**src/rtl/prcrfs_map.vh**
```
`ifndef PRCRFS_MAP_VH
`define PRCRFS_MAP_VH
// avalon word indexes (byte address is four times the index)
`define PRCRFS_REG_CTRL 3'h0
`define PRCRFS_REG_BASE 3'h1
`define PRCRFS_REG_STATUS 3'h2
`define PRCRFS_REG_CFG 3'h3
`define PRCRFS_REG_ICNT 3'h4
`define PRCRFS_REG_FETCH 3'h5
// core control register fields
`define PRCRFS_CTRL_SLEEP 0
`define PRCRFS_CTRL_CLKIRQ_EN 1
`define PRCRFS_CTRL_DEVIRQ_EN 2
`define PRCRFS_CTRL_EN_RESET 2'h0
`define PRCRFS_BASE_RESET 32'h00000000
// status register fields
`define PRCRFS_STAT_WAKE 16
`define PRCRFS_STAT_SLEEP 17
`define PRCRFS_STAT_ROM_LSB 18
// pll divisor pairs
`define PRCRFS_XDIV_SLOW 5'h10
`define PRCRFS_ZDIV_SLOW 6'h20
`define PRCRFS_XDIV_HALF 5'h02
`define PRCRFS_ZDIV_HALF 6'h04
`define PRCRFS_XDIV_FULL 5'h01
`define PRCRFS_ZDIV_FULL 6'h02
// duration counts in mclk cycles
`define PRCRFS_CNT_W 14
`define PRCRFS_RAMP1_CYCLES 14'h100C
`define PRCRFS_RAMP2_CYCLES 14'h200D
`define PRCRFS_LOW_CYCLES 14'h0108
`define PRCRFS_BUILT_IN_SELF_TEST_CYCLES 14'h0040
`define PRCRFS_SELFINIT_CYCLES 14'h0080
// serial boot rom stream
`define PRCRFS_ROM_HALF_LAST 3'h3
`define PRCRFS_ROM_FIELD_LAST 16'h000F
// fault restart offset from the privileged code base
`define PRCRFS_FAULT_OFFSET 32'h00000780
`endif

```
**src/rtl/prcrfs_sync.v**
```verilog
`default_nettype none
// two flip-flop synchroniser for a bundle of pin levels
module prcrfs_sync #(
    parameter W = 1
) (
    input wire mclk,
    input wire rst_n,
    input wire [W-1:0] d,
    output reg [W-1:0] q
);
    // first stage, read only by the second stage
    reg [W-1:0] meta;

    always @(posedge mclk) begin
        if (!rst_n) begin
            meta <= {W{1'b0}};
            q <= {W{1'b0}};
        end else begin
            meta <= d;
            q <= meta;
        end
    end
endmodule
`default_nettype wire

```
**src/rtl/prcrfs_dur_counter.v**
```verilog
`default_nettype none
`include "prcrfs_map.vh"
// duration counter: load restarts at one, so a state lasts exactly target cycles
module prcrfs_dur_counter (
    input wire mclk,
    input wire rst_n,
    input wire load,
    input wire [`PRCRFS_CNT_W-1:0] target,
    output wire done
);
    localparam [`PRCRFS_CNT_W-1:0] CNT_ONE = {{(`PRCRFS_CNT_W-1){1'b0}}, 1'b1};
    reg [`PRCRFS_CNT_W-1:0] count; // cycles since load
    reg [`PRCRFS_CNT_W-1:0] limit; // value loaded for this state

    // done is combinational so a state can react on the very cycle
    assign done = (count == limit);

    // advance once per cycle, park at the limit
    always @(posedge mclk) begin
        if (!rst_n) begin
            count <= {`PRCRFS_CNT_W{1'b0}};
            limit <= {`PRCRFS_CNT_W{1'b0}};
        end else if (load) begin
            // the first cycle in the new state already counts
            count <= CNT_ONE;
            limit <= target;
        end else if (count != limit) begin
            count <= count + CNT_ONE;
        end
    end
endmodule
`default_nettype wire

```
**src/rtl/prcrfs_top.v**
```verilog
`default_nettype none
`include "prcrfs_map.vh"
module prcrfs_top #(
    parameter [`PRCRFS_CNT_W-1:0] HALF_RAMP_CYCLES = `PRCRFS_RAMP1_CYCLES,
    parameter [`PRCRFS_CNT_W-1:0] FULL_RAMP_CYCLES = `PRCRFS_RAMP2_CYCLES
) (
    input wire mclk,
    input wire rst_n,
    input wire [2:0] avs_address,
    input wire avs_read,
    input wire avs_write,
    input wire [31:0] avs_writedata,
    output reg [31:0] avs_readdata,
    output reg avs_waitrequest,
    input wire chip_reset_n,
    input wire pll_supply_ok,
    input wire core_supply_ok,
    input wire power_good,
    input wire forwarded_clock_reset,
    input wire frame_reference_clock,
    input wire clock_irq,
    input wire device_irq,
    input wire boot_rom_data,
    output reg boot_rom_output_enable_n,
    output reg boot_rom_clock,
    output reg [4:0] pll_x_div,
    output reg [5:0] pll_z_div,
    output reg internal_reset_n,
    output reg fwd_if_reset,
    output reg fault_reset,
    output reg run_active,
    output reg icache_enable,
    output reg fetch_from_memory,
    output reg [31:0] fetch_addr
);
    ////////////////////////////////////////////////////////////////////
    // states, one-hot
    localparam [15:0] S_COLD = 16'h0001;
    localparam [15:0] S_SETTLE = 16'h0002;
    localparam [15:0] S_NOMINAL = 16'h0004;
    localparam [15:0] S_RAMP1 = 16'h0008;
    localparam [15:0] S_RAMP2 = 16'h0010;
    localparam [15:0] S_FWD0 = 16'h0020;
    localparam [15:0] S_BUILT_IN_SELF_TEST = 16'h0040;
    localparam [15:0] S_SELFINIT = 16'h0080;
    localparam [15:0] S_FWD1 = 16'h0100;
    localparam [15:0] S_RUN = 16'h0200;
    localparam [15:0] S_FAULT = 16'h0400;
    localparam [15:0] S_DOWN1 = 16'h0800;
    localparam [15:0] S_DOWN2 = 16'h1000;
    localparam [15:0] S_DOWN3 = 16'h2000;
    localparam [15:0] S_WAIT_IRQ = 16'h4000;
    localparam [15:0] S_WAIT_RESET = 16'h8000;
    // rom stream phases, one-hot
    localparam [3:0] ROM_CFG = 4'h1;
    localparam [3:0] ROM_CNT = 4'h2;
    localparam [3:0] ROM_DATA = 4'h4;
    localparam [3:0] ROM_DONE = 4'h8;

    ////////////////////////////////////////////////////////////////////
    // pin synchronisers
    wire [8:0] pin_s; // all pins after two flops
    prcrfs_sync #(
        .W(9)
    ) u_sync (
        .mclk(mclk),
        .rst_n(rst_n),
        .d({boot_rom_data, device_irq, clock_irq, frame_reference_clock,
            forwarded_clock_reset, power_good, core_supply_ok,
            pll_supply_ok, chip_reset_n}),
        .q(pin_s)
    );
    wire chip_n_s = pin_s[0]; // chip reset, low is asserted
    wire pll_ok_s = pin_s[1];
    wire core_ok_s = pin_s[2];
    wire pgood_s = pin_s[3];
    wire fcr_s = pin_s[4]; // forwarded clock reset
    wire frame_s = pin_s[5];
    wire clk_irq_s = pin_s[6];
    wire dev_irq_s = pin_s[7];
    wire rom_s = pin_s[8];

    ////////////////////////////////////////////////////////////////////
    // aligned frame copy and forward reset sampling
    reg frame_q; // internal copy, one cycle behind frame_s
    reg fcr_smp; // forward reset as seen at the last frame edge
    wire frame_fall = frame_q & ~frame_s;
    wire frame_rise = ~frame_q & frame_s;
    // frame and reset share sync latency, so edge alignment survives
    wire release_fall = frame_fall & fcr_smp & ~fcr_s;
    wire release_rise = frame_rise & fcr_smp & ~fcr_s;

    // the copy advances every cycle; reset is captured only on its edges
    always @(posedge mclk) begin
        if (!rst_n) begin
            frame_q <= 1'b0;
            fcr_smp <= 1'b0;
        end else begin
            frame_q <= frame_s;
            if (frame_fall | frame_rise) begin
                fcr_smp <= fcr_s;
            end
        end
    end

    ////////////////////////////////////////////////////////////////////
    // state and mode flags
    reg [15:0] state;
    reg [15:0] next_state;
    reg wake; // current bring-up comes from sleep
    reg sleep_mode; // current down ramp was asked by software
    reg sleep_req; // pending software sleep request
    reg [1:0] irq_en; // clock and device interrupt enables
    reg [31:0] code_base; // privileged code base
    reg cnt_load;
    reg [`PRCRFS_CNT_W-1:0] cnt_target;
    wire cnt_done;
    reg [3:0] rom_phase;
    wire irq_hit = (clk_irq_s & irq_en[0]) | (dev_irq_s & irq_en[1]);
    // states other than S_DOWN1 in which the core clock runs at full rate
    wire full_speed = |(state & (S_RAMP2 | S_FWD0 | S_BUILT_IN_SELF_TEST | S_SELFINIT |
                                 S_FWD1 | S_RUN | S_FAULT));

    prcrfs_dur_counter u_dur (
        .mclk(mclk),
        .rst_n(rst_n),
        .load(cnt_load),
        .target(cnt_target),
        .done(cnt_done)
    );

    ////////////////////////////////////////////////////////////////////
    // next state; counter loads on the same edge as the state change
    always @* begin
        next_state = state;
        cnt_load = 1'b0;
        cnt_target = `PRCRFS_LOW_CYCLES;
        case (state)
            S_COLD: begin
                if (!chip_n_s && pll_ok_s && core_ok_s) begin
                    next_state = S_SETTLE;
                end
            end
            S_SETTLE: begin
                if (pgood_s) begin
                    next_state = S_NOMINAL;
                end
            end
            S_NOMINAL: begin
                if (chip_n_s) begin
                    next_state = S_RAMP1;
                    cnt_load = 1'b1;
                    cnt_target = HALF_RAMP_CYCLES;
                end
            end
            S_RAMP1: begin
                if (cnt_done) begin
                    next_state = S_RAMP2;
                    cnt_load = 1'b1;
                    cnt_target = FULL_RAMP_CYCLES;
                end
            end
            S_RAMP2: begin
                if (cnt_done) begin
                    next_state = S_FWD0;
                end
            end
            S_FWD0: begin
                // waking skips self-test and rom load entirely
                if (release_fall) begin
                    next_state = wake ? S_SELFINIT : S_BUILT_IN_SELF_TEST;
                    cnt_load = 1'b1;
                    cnt_target = wake ? `PRCRFS_SELFINIT_CYCLES :
                                        `PRCRFS_BUILT_IN_SELF_TEST_CYCLES;
                end
            end
            S_BUILT_IN_SELF_TEST: begin
                if (cnt_done && rom_phase == ROM_DONE) begin
                    next_state = S_FWD1;
                end
            end
            S_SELFINIT: begin
                if (cnt_done) begin
                    next_state = S_FWD1;
                end
            end
            S_FWD1: begin
                if (release_rise) begin
                    next_state = S_RUN;
                end
            end
            S_RUN: begin
                // a fault outranks a pending sleep request
                if (fcr_s) begin
                    next_state = S_FAULT;
                end else if (sleep_req) begin
                    next_state = S_DOWN1;
                    cnt_load = 1'b1;
                    cnt_target = FULL_RAMP_CYCLES;
                end
            end
            S_FAULT: begin
                if (!fcr_s) begin
                    next_state = S_RUN;
                end
            end
            S_DOWN1: begin
                if (cnt_done) begin
                    next_state = S_DOWN2;
                    cnt_load = 1'b1;
                    cnt_target = HALF_RAMP_CYCLES;
                end
            end
            S_DOWN2: begin
                if (cnt_done) begin
                    next_state = S_DOWN3;
                    cnt_load = 1'b1;
                    cnt_target = `PRCRFS_LOW_CYCLES;
                end
            end
            S_DOWN3: begin
                if (cnt_done) begin
                    next_state = sleep_mode ? S_WAIT_IRQ : S_WAIT_RESET;
                end
            end
            S_WAIT_IRQ: begin
                if (!chip_n_s) begin
                    next_state = S_WAIT_RESET;
                end else if (irq_hit) begin
                    next_state = S_RAMP1;
                    cnt_load = 1'b1;
                    cnt_target = HALF_RAMP_CYCLES;
                end
            end
            S_WAIT_RESET: begin
                // reset toggled while powered: back up to full rate
                if (chip_n_s) begin
                    next_state = S_FWD0;
                end
            end
            default: begin
                next_state = S_COLD;
            end
        endcase
        // chip reset overrides: pick the down ramp matching the clock rate
        if (!chip_n_s && full_speed) begin
            next_state = S_DOWN1;
            cnt_load = 1'b1;
            cnt_target = FULL_RAMP_CYCLES;
        end else if (!chip_n_s && state == S_RAMP1) begin
            next_state = S_DOWN2;
            cnt_load = 1'b1;
            cnt_target = HALF_RAMP_CYCLES;
        end
        // losing the pll supply drops the chip cold from anywhere
        if (!pll_ok_s) begin
            next_state = S_COLD;
            cnt_load = 1'b0;
        end
    end

    ////////////////////////////////////////////////////////////////////
    // state register, mode flags and pll divisors
    always @(posedge mclk) begin
        if (!rst_n) begin
            state <= S_COLD;
            wake <= 1'b0;
            sleep_mode <= 1'b0;
            pll_x_div <= `PRCRFS_XDIV_SLOW;
            pll_z_div <= `PRCRFS_ZDIV_SLOW;
        end else begin
            state <= next_state;
            if (state == S_WAIT_IRQ && next_state == S_RAMP1) begin
                wake <= 1'b1;
            end else if (next_state == S_COLD || next_state == S_WAIT_RESET) begin
                wake <= 1'b0;
            end
            if (state == S_RUN && next_state == S_DOWN1 && chip_n_s) begin
                sleep_mode <= 1'b1;
            end else if (next_state == S_COLD || (next_state == S_DOWN1 && state != S_DOWN1)) begin
                sleep_mode <= 1'b0;
            end
            // divisors follow the state being entered
            if (|(next_state & (S_RAMP1 | S_DOWN2))) begin
                pll_x_div <= `PRCRFS_XDIV_HALF;
                pll_z_div <= `PRCRFS_ZDIV_HALF;
            end else if (|(next_state & (S_COLD | S_SETTLE | S_NOMINAL |
                                         S_DOWN3 | S_WAIT_IRQ | S_WAIT_RESET))) begin
                pll_x_div <= `PRCRFS_XDIV_SLOW;
                pll_z_div <= `PRCRFS_ZDIV_SLOW;
            end else begin
                pll_x_div <= `PRCRFS_XDIV_FULL;
                pll_z_div <= `PRCRFS_ZDIV_FULL;
            end
        end
    end

    ////////////////////////////////////////////////////////////////////
    // pin outputs towards the core and the system
    always @(posedge mclk) begin
        if (!rst_n) begin
            boot_rom_output_enable_n <= 1'b1;
            internal_reset_n <= 1'b0;
            fwd_if_reset <= 1'b0;
            fault_reset <= 1'b0;
            run_active <= 1'b0;
            icache_enable <= 1'b0;
            fetch_from_memory <= 1'b0;
            fetch_addr <= `PRCRFS_BASE_RESET;
        end else begin
            // rom enabled only for a power-up style load
            boot_rom_output_enable_n <= ~(|(next_state & (S_FWD0 | S_BUILT_IN_SELF_TEST)) &
                                          ~wake);
            // internal reset lifts on the rising-edge release only
            internal_reset_n <= |(next_state & (S_RUN | S_FAULT));
            fwd_if_reset <= (state == S_FWD1) && (next_state == S_RUN);
            fault_reset <= (next_state == S_FAULT);
            run_active <= (next_state == S_RUN);
            if (state == S_FWD1 && next_state == S_RUN) begin
                icache_enable <= ~wake;
                fetch_from_memory <= wake;
                fetch_addr <= code_base;
            end else if (state == S_FAULT && next_state == S_RUN) begin
                fetch_from_memory <= 1'b1;
                fetch_addr <= code_base + `PRCRFS_FAULT_OFFSET;
            end else if (next_state == S_DOWN1) begin
                icache_enable <= 1'b0;
            end
        end
    end

    ////////////////////////////////////////////////////////////////////
    // serial boot rom stream during self-test
    reg [2:0] rom_tick; // half period timer for the rom clock
    reg [15:0] rom_bits; // bits taken in the current field
    reg [15:0] cfg_chain; // write-once configuration chain
    reg cfg_locked; // chain already written since reset
    reg [15:0] icache_bits; // icache bit count from the stream
    wire rom_wrap = (rom_tick == `PRCRFS_ROM_HALF_LAST);
    // sample on our falling rom clock edge: data settled a half period
    wire rom_shift = (state == S_BUILT_IN_SELF_TEST) & rom_wrap & boot_rom_clock;
    wire [15:0] cnt_shifted = {icache_bits[14:0], rom_s};

    always @(posedge mclk) begin
        if (!rst_n) begin
            rom_tick <= 3'h0;
            boot_rom_clock <= 1'b0;
            rom_phase <= ROM_CFG;
            rom_bits <= 16'h0000;
            cfg_chain <= 16'h0000;
            cfg_locked <= 1'b0;
            icache_bits <= 16'h0000;
        end else if (state != S_BUILT_IN_SELF_TEST) begin
            // park the stream so each self-test starts at its head
            rom_tick <= 3'h0;
            boot_rom_clock <= 1'b0;
            rom_phase <= ROM_CFG;
            rom_bits <= 16'h0000;
        end else begin
            rom_tick <= rom_wrap ? 3'h0 : rom_tick + 3'h1;
            if (rom_wrap && rom_phase != ROM_DONE) begin
                boot_rom_clock <= ~boot_rom_clock;
            end
            if (rom_shift) begin
                case (rom_phase)
                    ROM_CFG: begin
                        // write-once: later loads pass over the chain
                        if (!cfg_locked) begin
                            cfg_chain <= {cfg_chain[14:0], rom_s};
                        end
                        rom_bits <= rom_bits + 16'h0001;
                        if (rom_bits == `PRCRFS_ROM_FIELD_LAST) begin
                            rom_phase <= ROM_CNT;
                            rom_bits <= 16'h0000;
                            cfg_locked <= 1'b1;
                        end
                    end
                    ROM_CNT: begin
                        icache_bits <= cnt_shifted;
                        rom_bits <= rom_bits + 16'h0001;
                        if (rom_bits == `PRCRFS_ROM_FIELD_LAST) begin
                            rom_bits <= 16'h0000;
                            rom_phase <= (cnt_shifted == 16'h0000) ?
                                         ROM_DONE : ROM_DATA;
                        end
                    end
                    ROM_DATA: begin
                        rom_bits <= rom_bits + 16'h0001;
                        if (rom_bits == icache_bits - 16'h0001) begin
                            rom_phase <= ROM_DONE;
                        end
                    end
                    ROM_DONE: begin
                        rom_phase <= ROM_DONE;
                    end
                    default: begin
                        rom_phase <= ROM_CFG;
                    end
                endcase
            end
        end
    end

    ////////////////////////////////////////////////////////////////////
    // avalon-mm slave: one wait cycle on every access
    wire acc_start = (avs_read | avs_write) & avs_waitrequest;
    wire wr_fire = avs_write & ~avs_waitrequest;
    wire sleep_wr = wr_fire & (avs_address == `PRCRFS_REG_CTRL) &
                    avs_writedata[`PRCRFS_CTRL_SLEEP];
    wire sleep_take = (state == S_RUN) && (next_state == S_DOWN1);

    // waitrequest drops for exactly the completing cycle
    always @(posedge mclk) begin
        if (!rst_n) begin
            avs_waitrequest <= 1'b1;
            avs_readdata <= 32'h00000000;
        end else begin
            avs_waitrequest <= ~acc_start;
            if (acc_start && avs_read) begin
                case (avs_address)
                    `PRCRFS_REG_CTRL: avs_readdata <= {29'h00000000,
                                                      irq_en, sleep_req};
                    `PRCRFS_REG_BASE: avs_readdata <= code_base;
                    `PRCRFS_REG_STATUS: avs_readdata <= {12'h000, rom_phase[3],
                                                        rom_phase[2], sleep_mode,
                                                        wake, state};
                    `PRCRFS_REG_CFG: avs_readdata <= {16'h0000, cfg_chain};
                    `PRCRFS_REG_ICNT: avs_readdata <= {16'h0000, icache_bits};
                    `PRCRFS_REG_FETCH: avs_readdata <= fetch_addr;
                    default: avs_readdata <= 32'h00000000;
                endcase
            end
        end
    end

    // software registers; a new sleep write beats the hardware take
    always @(posedge mclk) begin
        if (!rst_n) begin
            sleep_req <= 1'b0;
            irq_en <= `PRCRFS_CTRL_EN_RESET;
            code_base <= `PRCRFS_BASE_RESET;
        end else begin
            if (sleep_wr) begin
                sleep_req <= 1'b1;
            end else if (sleep_take) begin
                sleep_req <= 1'b0;
            end
            if (wr_fire && avs_address == `PRCRFS_REG_CTRL) begin
                irq_en <= avs_writedata[`PRCRFS_CTRL_DEVIRQ_EN:`PRCRFS_CTRL_CLKIRQ_EN];
            end
            if (wr_fire && avs_address == `PRCRFS_REG_BASE) begin
                code_base <= avs_writedata;
            end
        end
    end
endmodule
`default_nettype wire

```
**config.mk**
```make
export PLATFORM = sky130hd
export DESIGN_NAME = prcrfs_top
export DESIGN_NICKNAME = d
export VERILOG_FILES = /design/src/rtl/prcrfs_sync.v /design/src/rtl/prcrfs_dur_counter.v /design/src/rtl/prcrfs_top.v
export VERILOG_INCLUDE_DIRS = /design/src /design/src/rtl
export SDC_FILE = /design/constraint.sdc
export NUM_CORES = 1
export LEC_CHECK = 0
export BUFFER_PORTS_ARGS = -buffer_cell sky130_fd_sc_hd__buf_2
export CAP_MARGIN = 20
export CORE_AREA = 4 4 179 181
export DETAILED_ROUTE_END_ITERATION = 6
export DIE_AREA = 0 0 183 185
export PLACE_DENSITY = 0.66
export RECOVER_POWER = 100
export SYNTH_ARGS = -nofsm -noshare
export SYNTH_HDL_FRONTEND = slang
export SYNTH_HIERARCHICAL = 1
export SYNTH_SLANG_ARGS = --single-unit
```
**constraint.sdc**
```tcl
create_clock -name mclk -period 5.8 [get_ports mclk]
set_input_delay 0.29 -clock mclk [delete_from_list [all_inputs] [get_ports mclk]]
set_output_delay 0.29 -clock mclk [all_outputs]
set_load 0.02 [all_outputs]
```
==> summary.txt <==
STA
  • Fin Clk Skew: 0.0297 ns
  • Setup violations, final: 0
  • Setup WS post-layout: 1.25 ns
  • RSZ-0062 raised after global routing: false
  • Max Freq: 220 MHz
  • Hold WS: 0.0102 ns
  • Slew Limit Fails: between 100 and 150
  • Total Neg Setup Slack: 0 ns
  • Slew headroom: -1.01
  • Tcrit/Tclk final: 0.784
  • Final worst path period need: roughly 4.5 ns
  • Fin. Hold Viols: 0
  • Worst slew pin tran: 2.99 ns

Hold path
  • Hold path cells: 3
  • Worst min path class: primary input to register
  • Hold path startpoint: avs_writedata[9]
  • Endpoint, Worst Hold: code_base[9]

Global routing
  • GRT Total Usage: 0.205
  • Global-route wire length before repair: 57.2 mm
  • Initial antenna violation count: 0
  • Vias in the first global route: between 10k and 15k
  • Pin count of the biggest net entering global routing: 80
  • GRT overflow: 0

Clocking
  • CTS buffer count: 27
  • Root buf cell: clkbuf_16
  • Bufs on Longest Clock Path: 3
  • CTS tree: yes
  • Worst-path clk slew: ~0.060 ns
  • H-tree Lvls: 1
  • Clock network latency to the later pin of the worst-skew pair: around 0.55 ns
  • Sink Count: roughly 230
  • Post-CTS Setup Bufs: 0

Finish
  • Most frequent cells in the layout: dfxtp_1, nand2_1, nor2_1, a21oi_1, clkbuf_1
  • NumNets Final: 1594
  • Ratio of cells with drive above 1 in the final layout: 0.126
  • Final instance area: 13900 um2
  • Synthesis-to-finish area growth: 15.3%
  • Commonest non-fill, non-tap cell in the layout: dfxtp_1
  • Post-layout util: 0.456

Placement
  • Area post-placement: 12700 um2
  • IO buf count: 126
  • RD Place Congestion: 0.922
  • Pre-CTS setup slack: 2.00 ns
  • Final HPWL DP: 25.7 mm

Logic synthesis
  • Post-Synthesis Cells: around 1.4k
  • Post-synth top flop: dfxtp_1
  • Post-Syn Area per Cell: 8.33 um2
  • Area leader, netlist: dfxtp_1
  • Synth warnings: 6
  • Register area share after synthesis: 0.388
  • Synth top area share: 0.388
  • Number of synthesized flops with an enable pin: 0
  • Yosys reg bits: about 230
  • Post-Syn Area: about 12000 um2
  • Distinct cells, synth: 90
  • Synth area leaders: dfxtp_1, nand2_1, a21oi_1
  • Post-synthesis async set-or-reset flop share: 0

Route
  • Post-route antenna net violation count: 0
  • Final routed DRC violation total: 0
  • Via count: 11.0k
  • Initial DRC count: 978
  • Final WL: roughly 36 mm
  • Via-per-instance ratio: 5.64
  • DR pass1 iterations: 5
  • DR WL/cell: between 15 and 20 um

Floorplanning
  • Starting Density: 0.395
  • Rows: 64
  • Die span in y: 185 um
  • I/O pin count: 132
  • Die W: 183 um
  • Core Box Area: between 30000 and 40000 um2
  • Die area: 33900 um2

Setup path
  • R2R setup slack: approximately 1.3 ns
  • CP max-delay cell: clkbuf_1
  • WS Path Type: register to register
  • Worst-path fanout max: 32
  • Reg2Reg Launch Point: u_dur/count[0]
  • Worst EP required: 6.23 ns
  • CP Launch Type: register
  • R2r endpoint: u_dur/limit[2]
  • Largest stage delay on the critical path: around 1.1 ns
  • Critical path, cell by cell: xnor2_1 > nand4_1 > nor4_4 > clkbuf_1 > a21oi_1 > a31oi_2 > clkbuf_1 > mux2i_1 > nor2b_1
  • Crit-path most repeated cell: clkbuf_1
  • Arrival time worst endpoint: about 5 ns
  • R2r worst-path depth: 9
  • CP endpoint kind: register

Power
  • Worst vdd ir: 222 uV
  • PD cells: about 270 nW/um2
  • P_leak: 0.00474 uW

Status
  • Status: complete, but fails checks
  • Failing checks: max-capacitance violations, max-slew violations

Run
  • Max capacitance violation total: 2
[report_power, final]
group	total (uW)	switching (uW)	internal [uW]
combinational	186	120	65.2
clock	1930	730	1200
sequential	1630	15.0	1620
[flip-flops by register name, summed over array words and instances, names as in the netlist, 14 cells and up]
| name | cells |
|---|---|
| avs_readdata | 32 |
| code_base | 32 |
| fetch_addr | 32 |
| cfg_chain | 16 |
| icache_bits | 16 |
| rom_bits | 16 |
| state | 16 |
| u_dur/count | 14 |
| u_dur/limit | 14 |
[per-layer routing]
| layer | track usage | part of all wire | vias up |
|---|---|---|---|
| met4 | 0.0548 | 0.023 | 0 |
| met5 | 0 | 0 | - |
| met3 | 0.0257 | 0.067 | 59 |
| li1 | - | - | 5282 |
| met2 | 0.323 | 0.45 | 430 |
| met1 | 0.298 | 0.46 | 5269 |
[area by class of cell]
class	instances	area [um2]
Tap cell	396	495
Clock inverter	21	319
Timing Repair Buffer	164	875
Inverter	23	87.6
Sequential cell	233	4660
Fill cell	3035	16600
Clock buffer	29	703
Multi-Input combinational cell	1089	6720
Antenna cell	1	2.50
[stage by stage]
step                cells  power, uW
finish               1956       3750
global route         1955       3860
CTS                  1954       3780
detailed placement   1877       1840
global placement     1877       1840
floorplan            1454       1790
[synthesized netlist by cell type (5+ instances only)]
| library cell | number |
|---|---|
| xnor2_1 | 50 |
| nand4_1 | 20 |
| a31oi_1 | 8 |
| a21oi_1 | 117 |
| nor2b_1 | 28 |
| or3_1 | 15 |
| nor2_1 | 133 |
| o211ai_1 | 13 |
| a211oi_1 | 8 |
| mux2_2 | 23 |
| clkbuf_1 | 65 |
| and2_1 | 12 |
| o21a_1 | 5 |
| inv_1 | 23 |
| o221ai_1 | 18 |
| and3_1 | 10 |
| o21ai_0 | 52 |
| mux2i_1 | 39 |
| nor4_4 | 5 |
| nor3b_1 | 6 |
| dfxtp_1 | 233 |
| buf_4 | 11 |
| nand2b_1 | 14 |
| and2_2 | 15 |
| or4_1 | 13 |
| or2_2 | 11 |
| and4_1 | 5 |
| a22oi_1 | 32 |
| a211oi_2 | 12 |
| buf_2 | 16 |
| buf_6 | 8 |
| nor3_1 | 30 |
| xor2_1 | 17 |
| nor4b_1 | 14 |
| nand3_1 | 39 |
| nor4_1 | 13 |
| buf_1 | 7 |
| ha_1 | 8 |
| nand2_1 | 209 |
[worst max path at each step]
stage | from | to | slack, ns | cells after the start
after global placement | u_dur/count[0] | pll_z_div[1] | 2.00 | 10
after CTS | u_dur/count[0] | internal_reset_n | 1.94 | 9
final | u_dur/count[0] | u_dur/limit[2] | 1.25 | 9
after global routing | u_dur/count[0] | u_dur/limit[12] | 0.93 | 9
after detailed placement | u_dur/count[0] | internal_reset_n | 2.00 | 9
after floorplan | u_dur/count[0] | pll_z_div[1] | 2.24 | 13
[kinds of logic (layout without fill, tap and decap cells)]
family                   count (synthesis)  count (layout)  share of synthesized area
AO/OA/AOI/OAI                          314             314                      0.173
XOR/XNOR                                67              67                     0.0488
buffers and inverters                  132             237                     0.0523
flip-flops                             233             233                      0.388
adder cells (fa/ha/maj)                  8               8                    0.00832
AND/OR/NAND/NOR                        625             625                      0.272
other                                    1              12                   0.000312
multiplexers                            64              64                     0.0577
[repair_timing]
action                                 in CTS  in global routing
hold buffers                               27                  0
gates resized for setup                     0                  0
endpoints found under the hold margin      27                  0
[critical path, delay by kind of cell, from the launching register on]
kind | cells | cell delay (ns)
AO/OA/AOI/OAI | 2 | 1.00
XOR/XNOR | 1 | 0.16
buffers and inverters | 2 | 1.53
flip-flops | 1 | 0.44
multiplexers | 1 | 0.24
AND/OR/NAND/NOR | 3 | 1.04
(Power assumes the default switching activity.)
